<file path="src/rcs_map.svh">
`ifndef RCS_MAP_SVH
`define RCS_MAP_SVH

// Clock rates and timing figures.
`define RCS_CLK_MHZ        50
`define RCS_OSC_DIV        16
`define RCS_POR_US         600
`define RCS_POR_CYC        (`RCS_POR_US * `RCS_CLK_MHZ)
`define RCS_WDOG_OSC       512
`define RCS_WARM_OSC       32
`define RCS_SETTLE_OSC     32
`define RCS_INTOSC_US      3
`define RCS_INTOSC_CYC     (`RCS_INTOSC_US * `RCS_CLK_MHZ)
`define RCS_LOCK_OSC       64
`define RCS_LOCK_INC       7'h02

// Register word offsets (byte addresses).
`define RCS_OFS_PLL        8'h00
`define RCS_OFS_CTRL       8'h04
`define RCS_OFS_STATUS     8'h08

// Control register fields.
`define RCS_CTRL_CDS_LO    0
`define RCS_CTRL_LSP_LO    2
`define RCS_CTRL_XO_LO     5
`define RCS_CTRL_XO_EN     7

// Status register fields.
`define RCS_ST_LOCK_BUSY   0
`define RCS_ST_LOCK_DONE   1
`define RCS_ST_BUS_VALID   2
`define RCS_ST_INTOSC_OK   3
`define RCS_ST_CAUSE_LO    4
`define RCS_ST_BOOT_LO     6

// Reset values.
`define RCS_RST_PLL        5'h00
`define RCS_RST_CDS        2'h0
`define RCS_RST_LSP        3'h2
`define RCS_RST_XO         2'h0

`endif

</file>
<file path="src/rcs_pkg.sv">
package rcs_pkg;

    typedef enum logic [2:0] {
        PH_POR, PH_WDOG, PH_EXT, PH_SETTLE, PH_RUN
    } rcs_phase_t;

    typedef enum logic [1:0] {
        CAUSE_POR, CAUSE_WDOG, CAUSE_WARM
    } rcs_cause_t;

    typedef enum logic [1:0] {
        BOOT_FLASH, BOOT_RAM, BOOT_SERIAL, BOOT_WAIT
    } rcs_boot_t;

    typedef struct packed {
        logic        cyc;
        logic        stb;
        logic        we;
        logic [7:0]  adr;
        logic [3:0]  sel;
        logic [31:0] dat;
    } rcs_wb_req_t;

    typedef struct packed {
        logic        ack;
        logic [31:0] dat;
    } rcs_wb_rsp_t;

    typedef struct packed {
        logic [5:0] acc;
        logic       tick;
    } rcs_rate_state_t;

    typedef struct packed {
        rcs_phase_t  phase;
        logic [14:0] timer;
        logic [3:0]  osc_cnt;
        logic [7:0]  intosc_cnt;
        logic        intosc_ok;
        logic        pin_s1;
        logic        pin_s2;
        logic [1:0]  boot_s1;
        logic [1:0]  boot_s2;
        logic [5:0]  warm_cnt;
        logic [4:0]  pll_mult;
        logic [1:0]  div_sel;
        logic [2:0]  lsp_div;
        logic [1:0]  xo_div;
        logic        xo_en;
        logic        lock_busy;
        logic [9:0]  lock_cnt;
        logic        lock_done;
        rcs_cause_t  cause;
        rcs_boot_t   boot_mode;
        logic        boot_start;
        logic [2:0]  lsp_cnt;
        logic [1:0]  xo_cnt;
        logic        lsp_tick;
        logic        xo_tick;
        rcs_wb_rsp_t rsp;
    } rcs_state_t;

endpackage

</file>
<file path="src/rcs_rate_gen.sv">
`timescale 1ns/1ns
module rcs_rate_gen
    import rcs_pkg::*;
(
    input  wire logic       clk_sys_i,
    input  wire logic       reset_i,
    input  wire logic [6:0] inc_i,
    output logic            tick_o
);

    rcs_rate_state_t st;
    rcs_rate_state_t next_st;
    logic [6:0]      sum;

    // Phase accumulator: one tick per 64/inc_i clock cycles on average.
    always_comb begin
        sum          = {1'b0, st.acc} + inc_i;
        next_st      = st;
        next_st.acc  = sum[5:0];
        next_st.tick = sum[6];
    end

    always_ff @(posedge clk_sys_i) begin
        if (reset_i) begin
            st <= '0;
        end else begin
            st <= next_st;
        end
    end

    assign tick_o = st.tick;

endmodule

</file>
<file path="src/rcs_sequencer.sv">
// Summary of operation
// - After power-on the device itself drives the reset pin low for 600 us.
// - A watchdog reset drives the reset pin low for 512 oscillator cycles.
// - Bus activity becomes valid 32 oscillator cycles after the pin rises.
// - After reset the boot straps are sampled and select the boot target.
// - A multiplier write starts the lock phase in the very next cycle.
// - During lock the system clock runs at half the oscillator clock.
// - When lock completes the system clock takes the newly written rate.
// - The system clock is the oscillator clock times half the multiplier (0 counts as 2), divided by 4, 2 or 1.
// - The low-speed divider resets to divide by four.
// - The internal oscillator is valid only after its 3 us start-up time.
// - At power-up the system clock is oscillator/4 and clock-out is /4.
// - Boot code may select an undivided clock; clock-out starts hidden.
//
// Chosen here: the placing of the registers and the Wishbone register port.
`timescale 1ns/1ns
`include "rcs_map.svh"
module rcs_sequencer
    import rcs_pkg::*;
#(
    parameter int POR_CYC  = `RCS_POR_CYC,
    parameter int LOCK_OSC = `RCS_LOCK_OSC
) (
    input  wire logic        clk_sys_i,
    input  wire logic        reset_i,
    input  wire rcs_wb_req_t wb_req_i,
    output rcs_wb_rsp_t      wb_rsp_o,
    input  wire logic        watchdog_reset_i,
    input  wire logic        reset_pin_n_i,
    output logic             reset_pin_n_o,
    output logic             reset_pin_oe_o,
    input  wire logic [1:0]  boot_mode_i,
    output logic             chip_reset_o,
    output logic             bus_valid_o,
    output logic             boot_start_o,
    output rcs_boot_t        boot_target_o,
    output logic             system_clock_out_o,
    output logic             low_speed_periph_clock_o,
    output logic             external_clock_output_o,
    output logic             int_osc_valid_o,
    output logic             lock_active_o,
    output logic             lock_done_o
);

    rcs_state_t  st;
    rcs_state_t  next_st;
    logic        osc_tick;
    logic        sys_tick;
    logic [6:0]  sys_inc;
    logic        wb_go;
    logic        wb_wr;
    logic [31:0] rd_val;

    ////////////////////////////////////////////////////////////////////////
    // System clock rate, in steps of clk_sys_i/64 per cycle.
    function automatic logic [6:0] rate_inc(input logic       busy,
                                            input logic [4:0] mult,
                                            input logic [1:0] dsel);
        logic [6:0] pf4;
        pf4 = (mult == 5'h00) ? 7'h04 : {1'b0, mult, 1'b0};
        if (busy) begin
            return `RCS_LOCK_INC;
        end
        unique case (dsel)
            2'h2:    return pf4 >> 1;
            2'h3:    return pf4;
            default: return pf4 >> 2;
        endcase
    endfunction

    function automatic logic [31:0] read_mux(input logic [7:0] adr,
                                             input rcs_state_t s);
        logic [31:0] v;
        v = 32'h0000_0000;
        unique case (adr)
            `RCS_OFS_PLL:  v[4:0] = s.pll_mult;
            `RCS_OFS_CTRL: v[7:0] = {s.xo_en, s.xo_div, s.lsp_div, s.div_sel};
            `RCS_OFS_STATUS: begin
                v[`RCS_ST_LOCK_BUSY] = s.lock_busy;
                v[`RCS_ST_LOCK_DONE] = s.lock_done;
                v[`RCS_ST_BUS_VALID] = (s.phase == PH_RUN);
                v[`RCS_ST_INTOSC_OK] = s.intosc_ok;
                v[`RCS_ST_CAUSE_LO +: 2] = s.cause;
                v[`RCS_ST_BOOT_LO +: 2]  = s.boot_mode;
            end
            default: v = 32'h0000_0000;
        endcase
        return v;
    endfunction

    assign osc_tick = (st.osc_cnt == 4'(`RCS_OSC_DIV - 1));
    assign sys_inc  = rate_inc(st.lock_busy, st.pll_mult, st.div_sel);
    assign wb_go    = wb_req_i.cyc && wb_req_i.stb && !st.rsp.ack;
    assign wb_wr    = wb_go && wb_req_i.we && wb_req_i.sel[0];
    assign rd_val   = read_mux(wb_req_i.adr, st);

    rcs_rate_gen u_rate (
        .clk_sys_i (clk_sys_i),
        .reset_i   (reset_i),
        .inc_i     (sys_inc),
        .tick_o    (sys_tick)
    );

    ////////////////////////////////////////////////////////////////////////
    always_comb begin
        next_st            = st;
        next_st.pin_s1     = reset_pin_n_i;
        next_st.pin_s2     = st.pin_s1;
        next_st.boot_s1    = boot_mode_i;
        next_st.boot_s2    = st.boot_s1;
        next_st.osc_cnt    = st.osc_cnt + 4'h1;
        next_st.boot_start = 1'b0;
        next_st.lsp_tick   = 1'b0;
        next_st.xo_tick    = 1'b0;
        if (!st.intosc_ok) begin
            next_st.intosc_cnt = st.intosc_cnt + 8'h01;
            if (st.intosc_cnt == 8'(`RCS_INTOSC_CYC - 1)) begin
                next_st.intosc_ok = 1'b1;
            end
        end
        unique case (st.phase)
            PH_POR: begin
                next_st.timer = st.timer + 15'h0001;
                if (st.timer == 15'(POR_CYC - 1)) begin
                    next_st.phase = PH_SETTLE;
                    next_st.timer = '0;
                end
            end
            PH_WDOG: begin
                if (osc_tick) begin
                    next_st.timer = st.timer + 15'h0001;
                    if (st.timer == 15'(`RCS_WDOG_OSC - 1)) begin
                        next_st.phase = PH_SETTLE;
                        next_st.timer = '0;
                    end
                end
            end
            PH_EXT: begin
                if (st.pin_s2) begin
                    next_st.phase = PH_SETTLE;
                    next_st.timer = '0;
                end
            end
            PH_SETTLE: begin
                if (!st.pin_s2) begin
                    next_st.timer = '0;
                end else if (osc_tick) begin
                    next_st.timer = st.timer + 15'h0001;
                    if (st.timer == 15'(`RCS_SETTLE_OSC - 1)) begin
                        next_st.phase      = PH_RUN;
                        next_st.boot_mode  = rcs_boot_t'(st.boot_s2);
                        next_st.boot_start = 1'b1;
                    end
                end
            end
            PH_RUN: begin
                if (watchdog_reset_i) begin
                    next_st.phase = PH_WDOG;
                    next_st.cause = CAUSE_WDOG;
                    next_st.timer = '0;
                end else if (st.pin_s2) begin
                    next_st.warm_cnt = '0;
                end else if (osc_tick) begin
                    next_st.warm_cnt = st.warm_cnt + 6'h01;
                    if (st.warm_cnt == 6'(`RCS_WARM_OSC - 1)) begin
                        next_st.phase = PH_EXT;
                        next_st.cause = CAUSE_WARM;
                    end
                end
            end
            default: ;
        endcase
        // Clock dividers run from the system clock enable.
        if (sys_tick) begin
            next_st.lsp_cnt = st.lsp_cnt + 3'h1;
            if (st.lsp_div == 3'h0 ||
                st.lsp_cnt >= 3'({st.lsp_div, 1'b0} - 4'h1)) begin
                next_st.lsp_cnt  = '0;
                next_st.lsp_tick = 1'b1;
            end
            next_st.xo_cnt = st.xo_cnt + 2'h1;
            if ((st.xo_div == 2'h0 && st.xo_cnt == 2'h3) ||
                (st.xo_div == 2'h1 && st.xo_cnt[0]) || st.xo_div[1]) begin
                next_st.xo_cnt  = '0;
                next_st.xo_tick = st.xo_en;
            end
        end
        // PLL lock phase.
        if (st.lock_busy && osc_tick) begin
            next_st.lock_cnt = st.lock_cnt + 10'h001;
            if (st.lock_cnt == 10'(LOCK_OSC - 1)) begin
                next_st.lock_busy = 1'b0;
                next_st.lock_done = 1'b1;
            end
        end
        // Register bus.
        next_st.rsp.ack = wb_go;
        if (wb_go) begin
            next_st.rsp.dat = rd_val;
        end
        if (wb_wr && st.phase == PH_RUN) begin
            unique case (wb_req_i.adr)
                `RCS_OFS_PLL: begin
                    next_st.pll_mult  = wb_req_i.dat[4:0];
                    next_st.lock_busy = 1'b1;
                    next_st.lock_done = 1'b0;
                    next_st.lock_cnt  = '0;
                end
                `RCS_OFS_CTRL: begin
                    next_st.div_sel = wb_req_i.dat[`RCS_CTRL_CDS_LO +: 2];
                    next_st.lsp_div = wb_req_i.dat[`RCS_CTRL_LSP_LO +: 3];
                    next_st.xo_div  = wb_req_i.dat[`RCS_CTRL_XO_LO +: 2];
                    next_st.xo_en   = wb_req_i.dat[`RCS_CTRL_XO_EN];
                end
                default: ;
            endcase
        end
        // Any reset phase returns the clock settings to their defaults.
        if (st.phase inside {PH_POR, PH_WDOG, PH_EXT}) begin
            next_st.pll_mult  = `RCS_RST_PLL;
            next_st.div_sel   = `RCS_RST_CDS;
            next_st.lsp_div   = `RCS_RST_LSP;
            next_st.xo_div    = `RCS_RST_XO;
            next_st.xo_en     = 1'b0;
            next_st.lock_busy = 1'b0;
            next_st.lock_done = 1'b0;
            next_st.warm_cnt  = '0;
        end
    end

    always_ff @(posedge clk_sys_i) begin
        if (reset_i) begin
            st         <= '0;
            st.phase   <= PH_POR;
            st.pin_s1  <= 1'b1;
            st.pin_s2  <= 1'b1;
            st.lsp_div <= `RCS_RST_LSP;
        end else begin
            st <= next_st;
        end
    end

    ////////////////////////////////////////////////////////////////////////
    assign wb_rsp_o                 = st.rsp;
    assign reset_pin_n_o            = 1'b0;
    assign reset_pin_oe_o           = st.phase inside {PH_POR, PH_WDOG};
    assign chip_reset_o             = (st.phase != PH_RUN);
    assign bus_valid_o              = (st.phase == PH_RUN);
    assign boot_start_o             = st.boot_start;
    assign boot_target_o            = st.boot_mode;
    assign system_clock_out_o       = sys_tick;
    assign low_speed_periph_clock_o = st.lsp_tick;
    assign external_clock_output_o  = st.xo_tick;
    assign int_osc_valid_o          = st.intosc_ok;
    assign lock_active_o            = st.lock_busy;
    assign lock_done_o              = st.lock_done;

    ////////////////////////////////////////////////////////////////////////
    // Checks.
    logic [14:0] drive_len;
    always_ff @(posedge clk_sys_i) begin
        if (reset_i || !reset_pin_oe_o) begin
            drive_len <= '0;
        end else begin
            drive_len <= drive_len + 15'h0001;
        end
    end
endmodule

</file>
<file path="config.mk">
export PLATFORM = sky130hd
export DESIGN_NAME = rcs_sequencer
export DESIGN_NICKNAME = d
export VERILOG_FILES = /design/src/rcs_pkg.sv /design/src/rcs_rate_gen.sv /design/src/rcs_sequencer.sv
export VERILOG_INCLUDE_DIRS = /design/src
export SDC_FILE = /design/constraint.sdc
export NUM_CORES = 1
export LEC_CHECK = 0
export BUFFER_PORTS_ARGS = -buffer_cell sky130_fd_sc_hd__buf_2
export CAP_MARGIN = 5
export CORE_AREA = 2 2 106 98
export DETAILED_ROUTE_END_ITERATION = 12
export DIE_AREA = 0 0 108 100
export GPL_TIMING_DRIVEN = 0
export PLACE_DENSITY_LB_ADDON = 0.1
export SLEW_MARGIN = 20
export SYNTH_ARGS = -nofsm -noshare
export SYNTH_HDL_FRONTEND = slang
export SYNTH_SLANG_ARGS = --single-unit
</file>
<file path="constraint.sdc">
create_clock -name clk_sys_i -period 3.45 [get_ports clk_sys_i]
set_clock_uncertainty 0.15 [all_clocks]
set_input_delay 0.1725 -clock clk_sys_i [delete_from_list [all_inputs] [get_ports clk_sys_i]]
set_output_delay 0.1725 -clock clk_sys_i [all_outputs]
set_load 0.02 [all_outputs]
</file>
==> flow_summary.ini <==
[outcome]
outcome = finished clean

[timing]
hold_viol = 0
fin_tns_setup_ns = 0
setup_viol = 0
grt_setup_unrepaired = false
fin_crit_ns = 2.79
fin_hold_ws_ns = 0.0143
final_max_slew_viol_count = 0
worst_slew_pin_slew_ns = 0.649
slew_headroom_pct = 56.3
period_share_pct = 80.9
fmax_ghz = 0.358

[yosys]
syn_area_um2 = 4770
yosys_warnings = 0
synthTopCellsByArea = dfxtp_1 40%, nor2_1 7.5%, buf_4 5.7%
synthDistinctLibCells = 55
synth_largest_area_cell = dfxtp_1
syn_area_per_cell_um2 = 8.71
seq_area_frac_synth_pct = 40.3
synth_top_area_share_pct = 40.3
synth_edf_count = 0
ys_seq_elements = 96
ys_async_sr_fraction_pct = 0
ys.flop_type = dfxtp_1
synth_cells = 548
ys_top_cells_by_count = 96 x dfxtp_1, 96 x nor2_1, 36 x buf_4

[routing]
vias = 3816
routed_via_density = 4.94
drt_wl_total_mm = 10.0
dr.first_iter.drc_count = 123
drtAntennaViolNets = 0
drtPass1Iterations = 4
route.detailed.drc = 0
post_drt_wl_per_cell_um = 13.0

[finish]
area_growth_pct = 16.3
ff_latch_area_um2 = 1920
fillers = 937
multi_input_area_um2 = 2540
layout.nets = 710
diodes = 0
layout.core_utilization_pct = 56.3
drive_above_1_share_pct = 18.0
design_area_um2 = 5550

[clocking]
cts.sinks = 96
htreeDepth = 3
cts_resized = 0
clock-root-buffer = clkbuf_8
post_cts.repair.setup_buffers = 0
holdBufCountCts = 11
cts_tree = built
insertion_delay_ns = 0.36
ctsLongestPathBuffers = 2
cts_buffers = 9
clk_pin_slew_ns = 0.10

[placement]
numPortBuffers = 45
dp_hpwl_mm = 7.47
placed_area_um2 = 5250
gp_congestion = 0.794

[setup_path]
critPathKind = reg2reg
cp.required_ns = 3.55
cp-end-kind = flip-flop
worst-path-max-fanout = 8
start_kind = flip-flop
arrival_ns = 2.89
reg2reg_from = st[63]$_SDFFE_PP0P_
r2r_cells = 12
r2r_slack_ns = 0.66
reg2reg_to = u_rate.st[6]$_SDFF_PP0_

[floorplanning]
die_h_um = 100
core_area_um2 = 9850
ioPinCount = 99
die_x_um = 108
fp-row-count = 35
dieArea_um2 = 10800
start_util_pct = 48.4

[power_and_ir_drop]
power_density_nw_per_um2 = 360
p_leak_nw = 2.37
power_mw = 2.00
worst_ir_drop_vdd_mv = 0.170

[worst_hold_path]
min-delay-start = watchdog_reset_i
min_path_cells = 3
holdPathEnd = st[43]$_SDFFE_PP0P_
hp-class = in2reg

[global_routing]
grt_max_degree = 17
grt_pass1_wl_mm = 17.0
overflow = 0
grtUsageTotal_pct = 19.8
grt_antenna_before_repair = 0
grt_pass1_vias = 3588

[job]
max_cap_viol_count = 0
[flip-flops by register name, indices dropped and copies added, names as in the netlist, 2 cells and up]
| signal | cells |
|---|---|
| boot_target_o | 2 |
| next_st | 3 |
| wb_rsp_o | 9 |
| st | 69 |
| u_rate.st | 6 |
[metrics by stage]
stage	std cells	worst slack, ns
floorplan	572	0.958
global placement	746	0.741
detailed placement	746	0.713
CTS	773	0.682
global route	773	0.457
finish	773	0.658
[how the worst max path moves through the flow]
stage | start | slack [ns] | to
floorplan | st[63]$_SDFFE_PP0P_ | 0.96 | u_rate.st[6]$_SDFF_PP0_
global placement | st[63]$_SDFFE_PP0P_ | 0.74 | u_rate.st[6]$_SDFF_PP0_
detailed placement | st[63]$_SDFFE_PP0P_ | 0.71 | u_rate.st[6]$_SDFF_PP0_
CTS | st[63]$_SDFFE_PP0P_ | 0.68 | u_rate.st[6]$_SDFF_PP0_
global route | st[63]$_SDFFE_PP0P_ | 0.46 | u_rate.st[6]$_SDFF_PP0_
finish | st[63]$_SDFFE_PP0P_ | 0.66 | u_rate.st[6]$_SDFF_PP0_
[final cells by class]
cell class	instances	share of cell area [%]
sequential	96	34.6
tap	129	2.91
multi-input combinational	407	45.7
clock inverter	5	0.699
timing repair buffer	56	6.04
buffer	59	6.63
inverter	10	0.676
clock buffer	11	2.73
[where the power goes]
group	leakage [nW]	total, mW	internal [mW]	switching (mW)
Combinational	1.50	0.146	0.0662	0.0801
Sequential	0.777	1.14	1.12	0.0119
Clock	0.0963	0.714	0.307	0.407
Total	2.37	2.00	1.50	0.499
[worst max-delay path: stages (launching register included)]
cell and delay, ns:
dfxtp_1 0.32, clkbuf_1 0.30, inv_1 0.13, o21ai_0 0.18, a21oi_1 0.09, or2_2 0.34
ha_1 0.29, a21o_1 0.18, a21oi_1 0.21, o21bai_1 0.09, a21oi_1 0.19, xor2_1 0.16
nor2_1 0.05
[cell usage in the layout, fill, tap and decap left out, drive strengths merged, types with 10 or more instances in the layout]
master	n
a21oi	21
buf	87
clkbuf	28
conb	25
dfxtp	96
dlygate4sd3	11
ha	17
inv	12
mux2i	27
nand2	30
nand3	20
nor2	97
nor2b	14
nor3	18
o21ai	10
xnor2	24
xor2	16
[routing by layer]
metal	part of all wire [%]	global-route usage, %
met1	50	26.8
met2	45	31.3
met3	4.2	4.94
met4	1.1	5.82
met5	0	0
[cell families after synthesis]
logic type / count (synthesis) / share of synthesized area [%]
mux: 28 / 5.90
fa+ha+maj: 18 / 4.88
buf+inv: 69 / 8.49
simple gates: 236 / 25.1
compound gates: 60 / 7.92
flops: 96 / 40.3
other cells: 1 / 0.0786
xor+xnor: 40 / 7.34
Power figures use the tool's default switching activity.
